--- src/rtl/vtr_defines.svh ---
// Constants for the vector and table read unit.
// Assumes inclusion by bare name from the rtl folder.
`ifndef VTR_DEFINES_SVH
`define VTR_DEFINES_SVH
// Fixed program memory vectors
`define VTR_VEC_RESET 13'h000
`define VTR_VEC_EXT0 13'h004
`define VTR_VEC_EXT1 13'h008
`define VTR_VEC_TMR0 13'h00C
`define VTR_VEC_TMR1 13'h010
`define VTR_VEC_SER 13'h014
`define VTR_VEC_MF 13'h018
// Address and word widths, largest variant
`define VTR_PC_W 13
`define VTR_WORD_W 16
`define VTR_PTR_W 8
// Source counts
`define VTR_NUM_VEC 6
`define VTR_NUM_MF 5
`define VTR_NUM_FLAG 10
// Timing: system clocks per instruction cycle
`define VTR_INSTR_CLKS 4
`define VTR_TBL_INSTRS 2
`define VTR_TBL_CLKS (`VTR_INSTR_CLKS * `VTR_TBL_INSTRS)
`endif

--- src/rtl/vtr_pkg.sv ---
// Types shared by the vector and table read unit.
// Assumes nothing of its surroundings.
package vtr_pkg;
	// Interrupt entry sequencer
	typedef enum logic [1:0] {
		I_RESET = 2'b00,
		I_IDLE = 2'b01,
		I_PUSH = 2'b10,
		I_LOAD = 2'b11
	} irq_state_t;
	// Table read sequencer
	typedef enum logic [0:0] {
		T_IDLE = 1'b0,
		T_BUSY = 1'b1
	} tbl_state_t;
endpackage : vtr_pkg

--- src/rtl/vector_and_table_read_unit.sv ---
// Vector selection for reset and interrupts, and the table read unit.
// Assumes one clock; interrupt pins arrive asynchronously, the rest
// comes from logic on core_clk.
//
// Overview of operation
// - Reset loads program counter with 000H.
// - First external pin edge vectors to 004H.
// - Second external pin edge vectors to 008H.
// - Timer 0 overflow vectors to 00CH.
// - Timer 1 overflow vectors to 010H.
// - Serial interface request vectors to 014H.
// - Five shared sources vector to 018H.
// - Full stack records flag, withholds acknowledge.
// - Push program counter before loading vector.
// - Table pointer gives low eight address bits.
// - Current page uses program counter upper bits.
// - Last page forces upper bits to one.
// - Address width 13, 12 or 11 bits.
// - Low byte goes to operand data register.
// - High byte to holding register, unused zero.
// - Holding register is read only to software.
// - Table read takes two instruction cycles.
`include "vtr_defines.svh"
module vector_and_table_read_unit
	import vtr_pkg::*;
#(
	parameter int PC_W = `VTR_PC_W,
	parameter int WORD_W = `VTR_WORD_W,
	parameter bit EXT_RISE = 1'b1
) (
	input wire logic core_clk,
	input wire logic rst_n,
	input wire logic clk_en,
	input wire logic ext_irq_first,
	input wire logic ext_irq_second,
	input wire logic ext_irq_first_en,
	input wire logic ext_irq_second_en,
	input wire logic timer0_ovf,
	input wire logic timer0_en,
	input wire logic timer1_ovf,
	input wire logic timer1_en,
	input wire logic serial_req,
	input wire logic serial_en,
	input wire logic [`VTR_NUM_MF-1:0] mf_evt,
	input wire logic [`VTR_NUM_MF-1:0] mf_en,
	input wire logic [`VTR_NUM_FLAG-1:0] flag_clr,
	input wire logic irq_global_en,
	input wire logic stack_full,
	input wire logic [PC_W-1:0] cur_pc,
	input wire logic tbl_req,
	input wire logic tbl_last_page,
	input wire logic [`VTR_PTR_W-1:0] tbl_ptr,
	input wire logic [7:0] tbl_dest,
	input wire logic [15:0] pm_data,
	output logic pc_load,
	output logic [PC_W-1:0] pc_load_addr,
	output logic stack_push,
	output logic [PC_W-1:0] push_pc,
	output logic [`VTR_NUM_FLAG-1:0] irq_flags,
	output logic pm_rd,
	output logic [PC_W-1:0] pm_addr,
	output logic dm_we,
	output logic [7:0] dm_addr,
	output logic [7:0] dm_wdata,
	output logic [7:0] table_high_byte,
	output logic tbl_busy
);
	localparam int NV = `VTR_NUM_VEC;
	localparam int NF = `VTR_NUM_FLAG;
	localparam int NM = `VTR_NUM_MF;
	localparam logic [3:0] TBL_LAST = 4'(`VTR_TBL_CLKS - 1);
	// Bits of the high byte that exist in the program word
	localparam logic [7:0] HI_MASK = 8'(8'hFF >> (16 - WORD_W));

	logic rst_m_r, rst_sync_n;
	logic [1:0] pin_s1_r, pin_s2_r, pin_s3_r;
	logic [NF-1:0] flag_r, src_set, en_all, ack_clr;
	logic [NV-1:0] req_vec, lower_mask;
	logic [2:0] sel, vec_sel_r;
	logic any_req, ack_go;
	irq_state_t irq_st_r;
	tbl_state_t tbl_st_r;
	logic [3:0] tbl_cnt_r;
	logic tbl_last_r;
	logic pc_load_r, stack_push_r, pm_rd_r, dm_we_r, tbl_busy_r;
	logic [PC_W-1:0] pc_load_addr_r, push_pc_r, pm_addr_r, tbl_addr;
	logic [7:0] dm_addr_r, dm_wdata_r, thb_r;

	// Lowest index pending wins
	function automatic logic [2:0] prio(input logic [NV-1:0] r);
		logic [2:0] p;
		p = 3'h0;
		for (int i = NV - 1; i >= 0; i--) begin
			if (r[i]) begin
				p = 3'(i);
			end
		end
		return p;
	endfunction : prio

	// Vector address for each request index
	function automatic logic [PC_W-1:0] vec_addr(input logic [2:0] i);
		logic [12:0] a;
		case (i)
			3'h0: a = `VTR_VEC_EXT0;
			3'h1: a = `VTR_VEC_EXT1;
			3'h2: a = `VTR_VEC_TMR0;
			3'h3: a = `VTR_VEC_TMR1;
			3'h4: a = `VTR_VEC_SER;
			3'h5: a = `VTR_VEC_MF;
			default: a = `VTR_VEC_RESET;
		endcase
		return a[PC_W-1:0];
	endfunction : vec_addr

	// Reset release through two flip-flops
	always_ff @(posedge core_clk or negedge rst_n) begin
		if (!rst_n) begin
			rst_m_r <= 1'b0;
			rst_sync_n <= 1'b0;
		end else begin
			rst_m_r <= 1'b1;
			rst_sync_n <= rst_m_r;
		end
	end

	// Pin synchronisers and edge history
	genvar g;
	generate
		for (g = 0; g < 2; g++) begin : g_pin
			always_ff @(posedge core_clk or negedge rst_sync_n) begin
				if (!rst_sync_n) begin
					pin_s1_r[g] <= ~EXT_RISE;
					pin_s2_r[g] <= ~EXT_RISE;
					pin_s3_r[g] <= ~EXT_RISE;
				end else if (clk_en) begin
					pin_s1_r[g] <= g == 0 ? ext_irq_first : ext_irq_second;
					pin_s2_r[g] <= pin_s1_r[g];
					pin_s3_r[g] <= pin_s2_r[g];
				end
			end
		end
	endgenerate

	// Event sources and enables, flag order by vector
	always_comb begin
		src_set[0] = (pin_s2_r[0] ^ pin_s3_r[0]) & (pin_s2_r[0] == EXT_RISE);
		src_set[1] = (pin_s2_r[1] ^ pin_s3_r[1]) & (pin_s2_r[1] == EXT_RISE);
		src_set[2] = timer0_ovf;
		src_set[3] = timer1_ovf;
		src_set[4] = serial_req;
		src_set[NF-1:5] = mf_evt;
		en_all = {mf_en, serial_en, timer1_en, timer0_en,
			ext_irq_second_en, ext_irq_first_en};
	end

	// Per-vector requests; shared vector ORs its sources
	always_comb begin
		req_vec[4:0] = flag_r[4:0] & en_all[4:0];
		req_vec[5] = |(flag_r[NF-1:5] & en_all[NF-1:5]);
		any_req = (|req_vec) & irq_global_en;
		sel = prio(req_vec);
		lower_mask = NV'((7'h01 << vec_sel_r) - 7'h01);
		// Withheld while the stack is full or a table read runs
		ack_go = (irq_st_r == I_IDLE) & any_req & ~stack_full
			& ~tbl_busy_r & ~tbl_req;
		ack_clr = '0;
		if (ack_go) begin
			if (sel < 3'h5) begin
				ack_clr[sel] = 1'b1;
			end else begin
				ack_clr[NF-1:5] = flag_r[NF-1:5] & en_all[NF-1:5];
			end
		end
	end

	// Sticky request flags; a set beats any clear
	generate
		for (g = 0; g < NF; g++) begin : g_flag
			always_ff @(posedge core_clk or negedge rst_sync_n) begin
				if (!rst_sync_n) begin
					flag_r[g] <= 1'b0;
				end else if (clk_en) begin
					flag_r[g] <= src_set[g]
						| (flag_r[g] & ~(flag_clr[g] | ack_clr[g]));
				end
			end
		end
	endgenerate

	// Reset vector, then push and vector load on acknowledge
	always_ff @(posedge core_clk or negedge rst_sync_n) begin
		if (!rst_sync_n) begin
			irq_st_r <= I_RESET;
			pc_load_r <= 1'b0;
			pc_load_addr_r <= '0;
			stack_push_r <= 1'b0;
			push_pc_r <= '0;
			vec_sel_r <= 3'h0;
		end else if (clk_en) begin
			pc_load_r <= 1'b0;
			stack_push_r <= 1'b0;
			case (irq_st_r)
				I_RESET: begin
					pc_load_r <= 1'b1;
					pc_load_addr_r <= PC_W'(`VTR_VEC_RESET);
					irq_st_r <= I_IDLE;
				end
				I_IDLE: begin
					if (ack_go) begin
						stack_push_r <= 1'b1;
						push_pc_r <= cur_pc;
						vec_sel_r <= sel;
						irq_st_r <= I_PUSH;
					end
				end
				I_PUSH: begin
					pc_load_r <= 1'b1;
					pc_load_addr_r <= vec_addr(vec_sel_r);
					irq_st_r <= I_LOAD;
				end
				I_LOAD: begin
					irq_st_r <= I_IDLE;
				end
				default: begin
					irq_st_r <= I_IDLE;
				end
			endcase
		end
	end

	// Table address: pointer low, page bits above
	always_comb begin
		tbl_addr[7:0] = tbl_ptr;
		if (tbl_last_page) begin
			tbl_addr[PC_W-1:8] = '1;
		end else begin
			tbl_addr[PC_W-1:8] = cur_pc[PC_W-1:8];
		end
	end

	// Table read over two instruction cycles
	always_ff @(posedge core_clk or negedge rst_sync_n) begin
		if (!rst_sync_n) begin
			tbl_st_r <= T_IDLE;
			tbl_cnt_r <= 4'h0;
			tbl_busy_r <= 1'b0;
			tbl_last_r <= 1'b0;
			pm_rd_r <= 1'b0;
			pm_addr_r <= '0;
			dm_we_r <= 1'b0;
			dm_addr_r <= 8'h00;
			dm_wdata_r <= 8'h00;
		end else if (clk_en) begin
			pm_rd_r <= 1'b0;
			dm_we_r <= 1'b0;
			case (tbl_st_r)
				T_IDLE: begin
					if (tbl_req && irq_st_r == I_IDLE) begin
						tbl_st_r <= T_BUSY;
						tbl_busy_r <= 1'b1;
						tbl_cnt_r <= TBL_LAST;
						tbl_last_r <= tbl_last_page;
						pm_rd_r <= 1'b1;
						pm_addr_r <= tbl_addr;
						dm_addr_r <= tbl_dest;
					end
				end
				T_BUSY: begin
					tbl_cnt_r <= tbl_cnt_r - 4'h1;
					if (tbl_cnt_r == 4'h1) begin
						dm_we_r <= 1'b1;
						dm_wdata_r <= pm_data[7:0];
					end
					if (tbl_cnt_r == 4'h0) begin
						tbl_busy_r <= 1'b0;
						tbl_st_r <= T_IDLE;
					end
				end
				default: begin
					tbl_st_r <= T_IDLE;
				end
			endcase
		end
	end

	// High byte holder; no software write path exists
	always_ff @(posedge core_clk or negedge rst_sync_n) begin
		if (!rst_sync_n) begin
			thb_r <= 8'h00;
		end else if (clk_en && tbl_st_r == T_BUSY && tbl_cnt_r == 4'h1) begin
			thb_r <= pm_data[15:8] & HI_MASK;
		end
	end

	// Outputs straight from flip-flops
	assign pc_load = pc_load_r;
	assign pc_load_addr = pc_load_addr_r;
	assign stack_push = stack_push_r;
	assign push_pc = push_pc_r;
	assign irq_flags = flag_r;
	assign pm_rd = pm_rd_r;
	assign pm_addr = pm_addr_r;
	assign dm_we = dm_we_r;
	assign dm_addr = dm_addr_r;
	assign dm_wdata = dm_wdata_r;
	assign table_high_byte = thb_r;
	assign tbl_busy = tbl_busy_r;
endmodule : vector_and_table_read_unit

--- config.mk ---
export PLATFORM = sky130hd
export DESIGN_NAME = vector_and_table_read_unit
export DESIGN_NICKNAME = d
export VERILOG_FILES = /design/src/rtl/vtr_pkg.sv /design/src/rtl/vector_and_table_read_unit.sv
export VERILOG_INCLUDE_DIRS = /design/src /design/src/rtl
export SDC_FILE = /design/constraint.sdc
export NUM_CORES = 1
export LEC_CHECK = 0
export BUFFER_PORTS_ARGS = -buffer_cell sky130_fd_sc_hd__clkbuf_2
export CAP_MARGIN = 5
export CORE_MARGIN = 2
export CORE_UTILIZATION = 30
export CTS_CLUSTER_DIAMETER = 40
export DETAILED_ROUTE_END_ITERATION = 7
export SETUP_SLACK_MARGIN = 0.05
export SLEW_MARGIN = 20
export SYNTH_ARGS = -nofsm -noshare
export SYNTH_HDL_FRONTEND = slang
export SYNTH_SLANG_ARGS = --single-unit
export TNS_END_PERCENT = 20
--- constraint.sdc ---
create_clock -name core_clk -period 3.6 [get_ports core_clk]
set_input_delay 1.08 -clock core_clk [delete_from_list [all_inputs] [get_ports core_clk]]
set_output_delay 1.08 -clock core_clk [all_outputs]
set_load 0.02 [all_outputs]
==> metrics, run 1 <==
post-CTS resize count=0; critical path class=in2reg; worst-margin pin slew=0.841 ns; Hold Fails Final Rpt=0; Clock Sink Count=86; Post-synth EDFFs=0; P_int=2270 uW; P_sw=1330 uW; final worst-path cycle share=74.0%; synth top area cells=dfrtp_1 (57%), mux2_2 (13%), o21ai_0 (3.3%); Via Count=2858; # port buffers=149; crit path capture type=flop; drt first pass iters=4; Fill cells=1192; total congestion overflow=0; dpl ws=0.544 ns; max capacitance violation total=0; Leak=0.00254 uW; Tot GR Track Use=12.7%; # nets final=545; Routed WL=8270 um; Flop pwr share=41.7%; area grow syn2layout=31.8%; Tmin final=2.66 ns; Detail Placement HPWL=6230 um; core area=12100 um2; Rows=40; Post-synth top cells=dfrtp_1 (86), mux2_2 (45), o21ai_0 (25); Max Clock Freq=375 MHz; fraction of registers with async set/reset=100%; most common cell in the netlist=dfrtp_1; pwr dens=726 nW/um2; synthesized area=3760 um2; Gate power share=34.3%; Net Sw Frac=37.0%; total negative slack=0 ns; GPL Wtd Cong=0.792; drt drc=0; FF+latch count, synth=86; initial antenna violation count=0; Clk pwr share=23.9%; worst skew pair latency=0.34 ns; Synth top area share=57.2%; H-tree levels=3; CTS tree=done; share of cells above drive strength 1=47.5%; worst-path maximum fanout=17; largest net degree at the start of global routing=85; Die X=116 um; WP data arrival=2.89 ns; WL per Instance=13.1 um; First DRT Iteration DRCs=121; Worst R2R End=push_pc[11]; die area=13500 um2; clock root cell=clkbuf_16; number of diodes=0; Top FF cell, synth=dfrtp_1; IO Pins=160; via density per instance=4.54; Inserted Clock Buffers=9; postcts setup bufs=0; clock-pin slew on the worst setup and hold paths=0.06 ns; die height=116 um; antenna viol nets, final=0; multi-input gate area in the final layout=1460 um2; Critical Path RT=3.82 ns; CTS Hold Bufs=0; status=complete, no violations; Netlist cell types=37; post-synth top area cell=dfrtp_1; r2r worst-path depth=4; nature of the critical path startpoint=primary input; RSZ-0062 raised after global routing=false; vias in the first global route=2785; flip-flop and latch area=2160 um2; Worst setup startpoint=mf_en[0]; Worst VDD drop=0.000311 V; relative slew slack=43.8%; worst setup margin=0.936 ns; Yosys Warn Count=0; Initial Util=31.1%; max-slew violations=0; Critical R2R Launch=irq_flags[5]; post-synthesis cell count=304; Setup violations, final=0; Mean Syn Cell Area=12.4 um2; Max Clock Skew=0.00657 ns; reg2reg setup slack=1.34 ns; first-pass GRT wire length=13300 um; sequential-to-total area share from yosys stat=57.2%; clk buf depth=2; Hold WC Path Type=reg2async
## metal layers
metal | global-route usage [%] | vias to the layer above | part of all wire, %
li1 | - | 1364 | -
met1 | 15.5 | 1373 | 42
met2 | 20.7 | 108 | 49
met3 | 4.18 | 13 | 7.6
met4 | 5.48 | 0 | 1.6
met5 | 0 | - | 0
## cells in the final DEF (no fill, tap or decap)
| cell type | netlist | routed |
|---|---|---|
| inv_1 | 16 | 16 |
| o211ai_1 | 2 | 2 |
| clkinvlp_4 | 0 | 3 |
| conb_1 | 2 | 11 |
| dfrtp_1 | 86 | 85 |
| nand4_1 | 2 | 2 |
| and2_1 | 1 | 1 |
| inv_6 | 0 | 2 |
| ha_1 | 7 | 7 |
| nor4b_4 | 1 | 1 |
| buf_16 | 0 | 1 |
| mux2_2 | 45 | 45 |
| a21boi_0 | 2 | 2 |
| nand2_1 | 22 | 22 |
| and3_1 | 1 | 1 |
| xnor2_1 | 1 | 1 |
| a22oi_1 | 2 | 2 |
| nor2_1 | 11 | 11 |
| buf_4 | 10 | 2 |
| mux2_1 | 8 | 8 |
| a21oi_1 | 5 | 5 |
| or4b_4 | 1 | 1 |
| nor4_4 | 1 | 1 |
| clkinv_4 | 0 | 2 |
| dfrtp_4 | 0 | 1 |
| o21ai_0 | 25 | 25 |
| a221o_1 | 5 | 5 |
| nand3_1 | 8 | 8 |
| mux2i_1 | 4 | 4 |
| nor3_1 | 2 | 2 |
| or2_2 | 1 | 1 |
| a31oi_1 | 10 | 10 |
| clkbuf_2 | 0 | 149 |
| o2111ai_4 | 1 | 1 |
| clkbuf_16 | 0 | 9 |
| o31ai_1 | 1 | 1 |
| a41oi_1 | 2 | 2 |
| a222oi_1 | 1 | 1 |
| a22o_1 | 2 | 2 |
| nor2b_1 | 6 | 6 |
## worst max-delay path by stage
stage             endpoint  slack, ns  depth (start not counted)
3_3_place_gp   push_pc[11]       0.60                          5
6_report       push_pc[11]       0.94                          5
4_1_cts        push_pc[11]       0.90                          5
3_5_place_dp    push_pc[2]       0.54                          5
5_1_grt         push_pc[2]       0.81                          5
2_1_floorplan  push_pc[12]       0.99                          5
## flip-flops by register name, summed over array words and instances, names as in the netlist
name,cells
vec_sel_r,3
stack_push,1
rst_sync_n,1
pin_s2_r,2
dm_addr,8
irq_flags,10
tbl_cnt_r,4
pin_s3_r,2
irq_st_r,2
pm_rd,1
tbl_st_r,1
rst_m_r,1
dm_wdata,8
pm_addr,13
tbl_busy,1
pin_s1_r,2
dm_we,1
pc_load,1
table_high_byte,8
push_pc,13
pc_load_addr,3
## kinds of logic after synthesis
logic type	Yosys count	share of synthesized area (%)
AND/OR/NAND/NOR	57	8.01
buffers and inverters	36	4.85
XOR/XNOR	1	0.233
adder cells (fa/ha/maj)	7	2.33
flip-flops	86	57.2
multiplexers	57	16.9
AO/OA/AOI/OAI	58	10.3
other	2	0.200
## stage by stage
| step | instance area (um2) | total power [uW] | std cells | hold slack, ns | util, % |
|---|---|---|---|---|---|
| final | 4960 | 3600 | 629 | 0.273 | 41.0 |
| after global routing | 4960 | 3850 | 629 | 0.308 | 41.0 |
| after CTS | 4930 | 3660 | 628 | 0.364 | 40.7 |
| after detailed placement | 4650 | 2770 | 612 | 0.345 | 38.4 |
| after global placement | 4650 | 2730 | 612 | 0.338 | 38.4 |
| after floorplan | 3800 | 2320 | 313 | 0.331 | - |
## final cells by class
class / count / area share [%]
inverters: 16 / 1.21
clock buffers: 9 / 4.54
multi-input cells: 191 / 29.5
flip-flops and latches: 86 / 43.5
clock inverters: 7 / 1.16
repair buffers: 152 / 15.9
well taps: 168 / 4.24
## critical path, cell delays in order
cell,delay (ns)
clkbuf_2,0.09
a222oi_1,0.44
nand3_1,0.24
o2111ai_4,0.61
mux2_2,0.41
## power by group through the flow
stage	Combinational [uW]	Sequential [uW]	Clock (uW)
global placement	1210	1520	0
finish	1240	1500	862
CTS	1240	1520	902
floorplan	488	1830	0
detailed placement	1240	1530	0
global route	1350	1550	948
No activity file was read; power rests on OpenSTA's default activity.
==> run 2, diff against run 1 <==
clock period = 2.75 ns   (was 3.6 ns; I/O delays follow)
==> run 2 against run 1 <==
Effect of this change: sequential share of layout area is 0.17 points lower; setup slack worse by 0.43 ns; via count is 0.31% lower; sequential power is 31% higher; critical endpoint is now push_pc[3]; utilization is 0.17 points higher; cell count is 0.32% higher; clock power is 37% higher.
==> metrics, run 2 (synthesis gave the netlist of run 1 again) <==
pwr dens=960 nW/um2; WP data arrival=2.46 ns; Worst R2R End=irq_flags[9]; clk buf depth=2; Inserted Clock Buffers=9; Detail Placement HPWL=6590 um; Tmin final=2.24 ns; IO Pins=160; die height=116 um; Die X=116 um; relative slew slack=63.3%; CTS Hold Bufs=0; r2r worst-path depth=6; total congestion overflow=0; Rows=40; initial antenna violation count=0; Clock Sink Count=86; area grow syn2layout=32.3%; first-pass GRT wire length=14300 um; share of cells above drive strength 1=47.3%; Via Count=2849; Hold WC Path Type=in2async; final worst-path cycle share=81.5%; die area=13500 um2; GRT met2 Usage=22.7%; largest net degree at the start of global routing=54; status=complete, no violations; Slowest cell on crit path=a222oi_1; Slowest Stage Delay on Critical Path=0.47 ns; met3 usage=3.35%; post-CTS resize count=0; Critical Path RT=2.97 ns; RSZ-0062 raised after global routing=false; Initial Util=31.1%; total negative slack=0 ns; Worst setup startpoint=mf_en[0]; worst skew pair latency=0.33 ns; GRT Max-Usage Layer=met2; drt first pass iters=4; antenna viol nets, final=0; worst-path cell chain=clkbuf_2 -> a222oi_1 -> nand3_1 -> o2111ai_4 -> buf_12 -> mux2_2; H-tree levels=3; Max Clock Freq=446 MHz; nature of the critical path startpoint=primary input; commonest cells after routing, fill and taps aside=clkbuf_2 (149), dfrtp_1 (85), mux2_2 (45); global-route met1 utilization=17.2%; clock root cell=clkbuf_16; critical path class=in2reg; number of diodes=0; Max Clock Skew=0.00526 ns; Worst VDD drop=0.000445 V; First DRT Iteration DRCs=103; final instance area=4980 um2; reg2reg setup slack=0.64 ns; Critical R2R Launch=irq_st_r[1]; Hold Fails Final Rpt=0; worst-margin pin slew=0.545 ns; GPL Wtd Cong=0.791; drt drc=0; vias in the first global route=2874; worst-path maximum fanout=17; postcts setup bufs=0; via density per instance=4.52; max capacitance violation total=0; Routed WL=8820 um; Worst setup endpoint=push_pc[3]; Setup violations, final=0; clock-pin slew on the worst setup and hold paths=0.06 ns; CTS tree=done; WL per Instance=14.0 um; Tot GR Track Use=13.8%; crit path capture type=flop; Leak=0.00256 uW; # nets final=547; commonest non-fill, non-tap cell in the layout=clkbuf_2; max-slew violations=0; Placed Instance Area=4700 um2; core area=12100 um2; # port buffers=149
## run 2: how the worst min path moves through the flow
stage          startpoint    endpoint  slack [ns]  cells after the start
3_3_place_gp   rst_sync_n  push_pc[4]        0.28                      0
6_report            rst_n     rst_m_r        0.27                      1
5_1_grt             rst_n  rst_sync_n        0.25                      1
3_5_place_dp   rst_sync_n  push_pc[5]        0.29                      0
2_1_floorplan     rst_m_r  rst_sync_n        0.33                      0
4_1_cts             rst_n     rst_m_r        0.25                      1
## run 2: metrics by stage
| stage | hold slack, ns | std cells | util, % | setup WS [ns] | total power (uW) |
|---|---|---|---|---|---|
| after floorplan | 0.331 | 313 | - | 0.177 | 3040 |
| after global placement | 0.279 | 615 | 38.8 | 0.220 | 3580 |
| after detailed placement | 0.287 | 615 | 38.8 | 0.141 | 3650 |
| after CTS | 0.253 | 631 | 41.1 | 0.499 | 4850 |
| after global routing | 0.251 | 631 | 41.1 | 0.425 | 5100 |
| final | 0.268 | 631 | 41.1 | 0.508 | 4780 |
## run 2: power by group
group | total, uW | internal (uW) | switching (uW) | leakage [uW]
registers | 1970 | 1700 | 277 | 0.00106
logic | 1630 | 654 | 973 | 0.00136
clock network | 1180 | 698 | 482 | 0.000143
total | 4780 | 3050 | 1730 | 0.00256
## run 2: layer usage
layer / wire [um] / part of all wire [%]
met5: 0 / 0
met2: 4320 / 49
met4: 168 / 1.9
met1: 3800 / 43
met3: 522 / 5.9
## run 2: area by class of cell
class	count	area, um2
Clock buffer	11	233
Multi-Input combinational cell	191	1460
Sequential cell	86	2160
Inverter	16	60.1
Timing Repair Buffer	154	808
Fill cell	1198	7130
Clock inverter	5	50.0
Tap cell	168	210
## run 2: worst max-delay path, delay by kind of cell
family                 cells  cell delay [ns]
AOI/OAI and AO/OA          2             0.74
muxes                      1             0.34
buffers and inverters      2             0.28
and+or+nand+nor            1             0.26
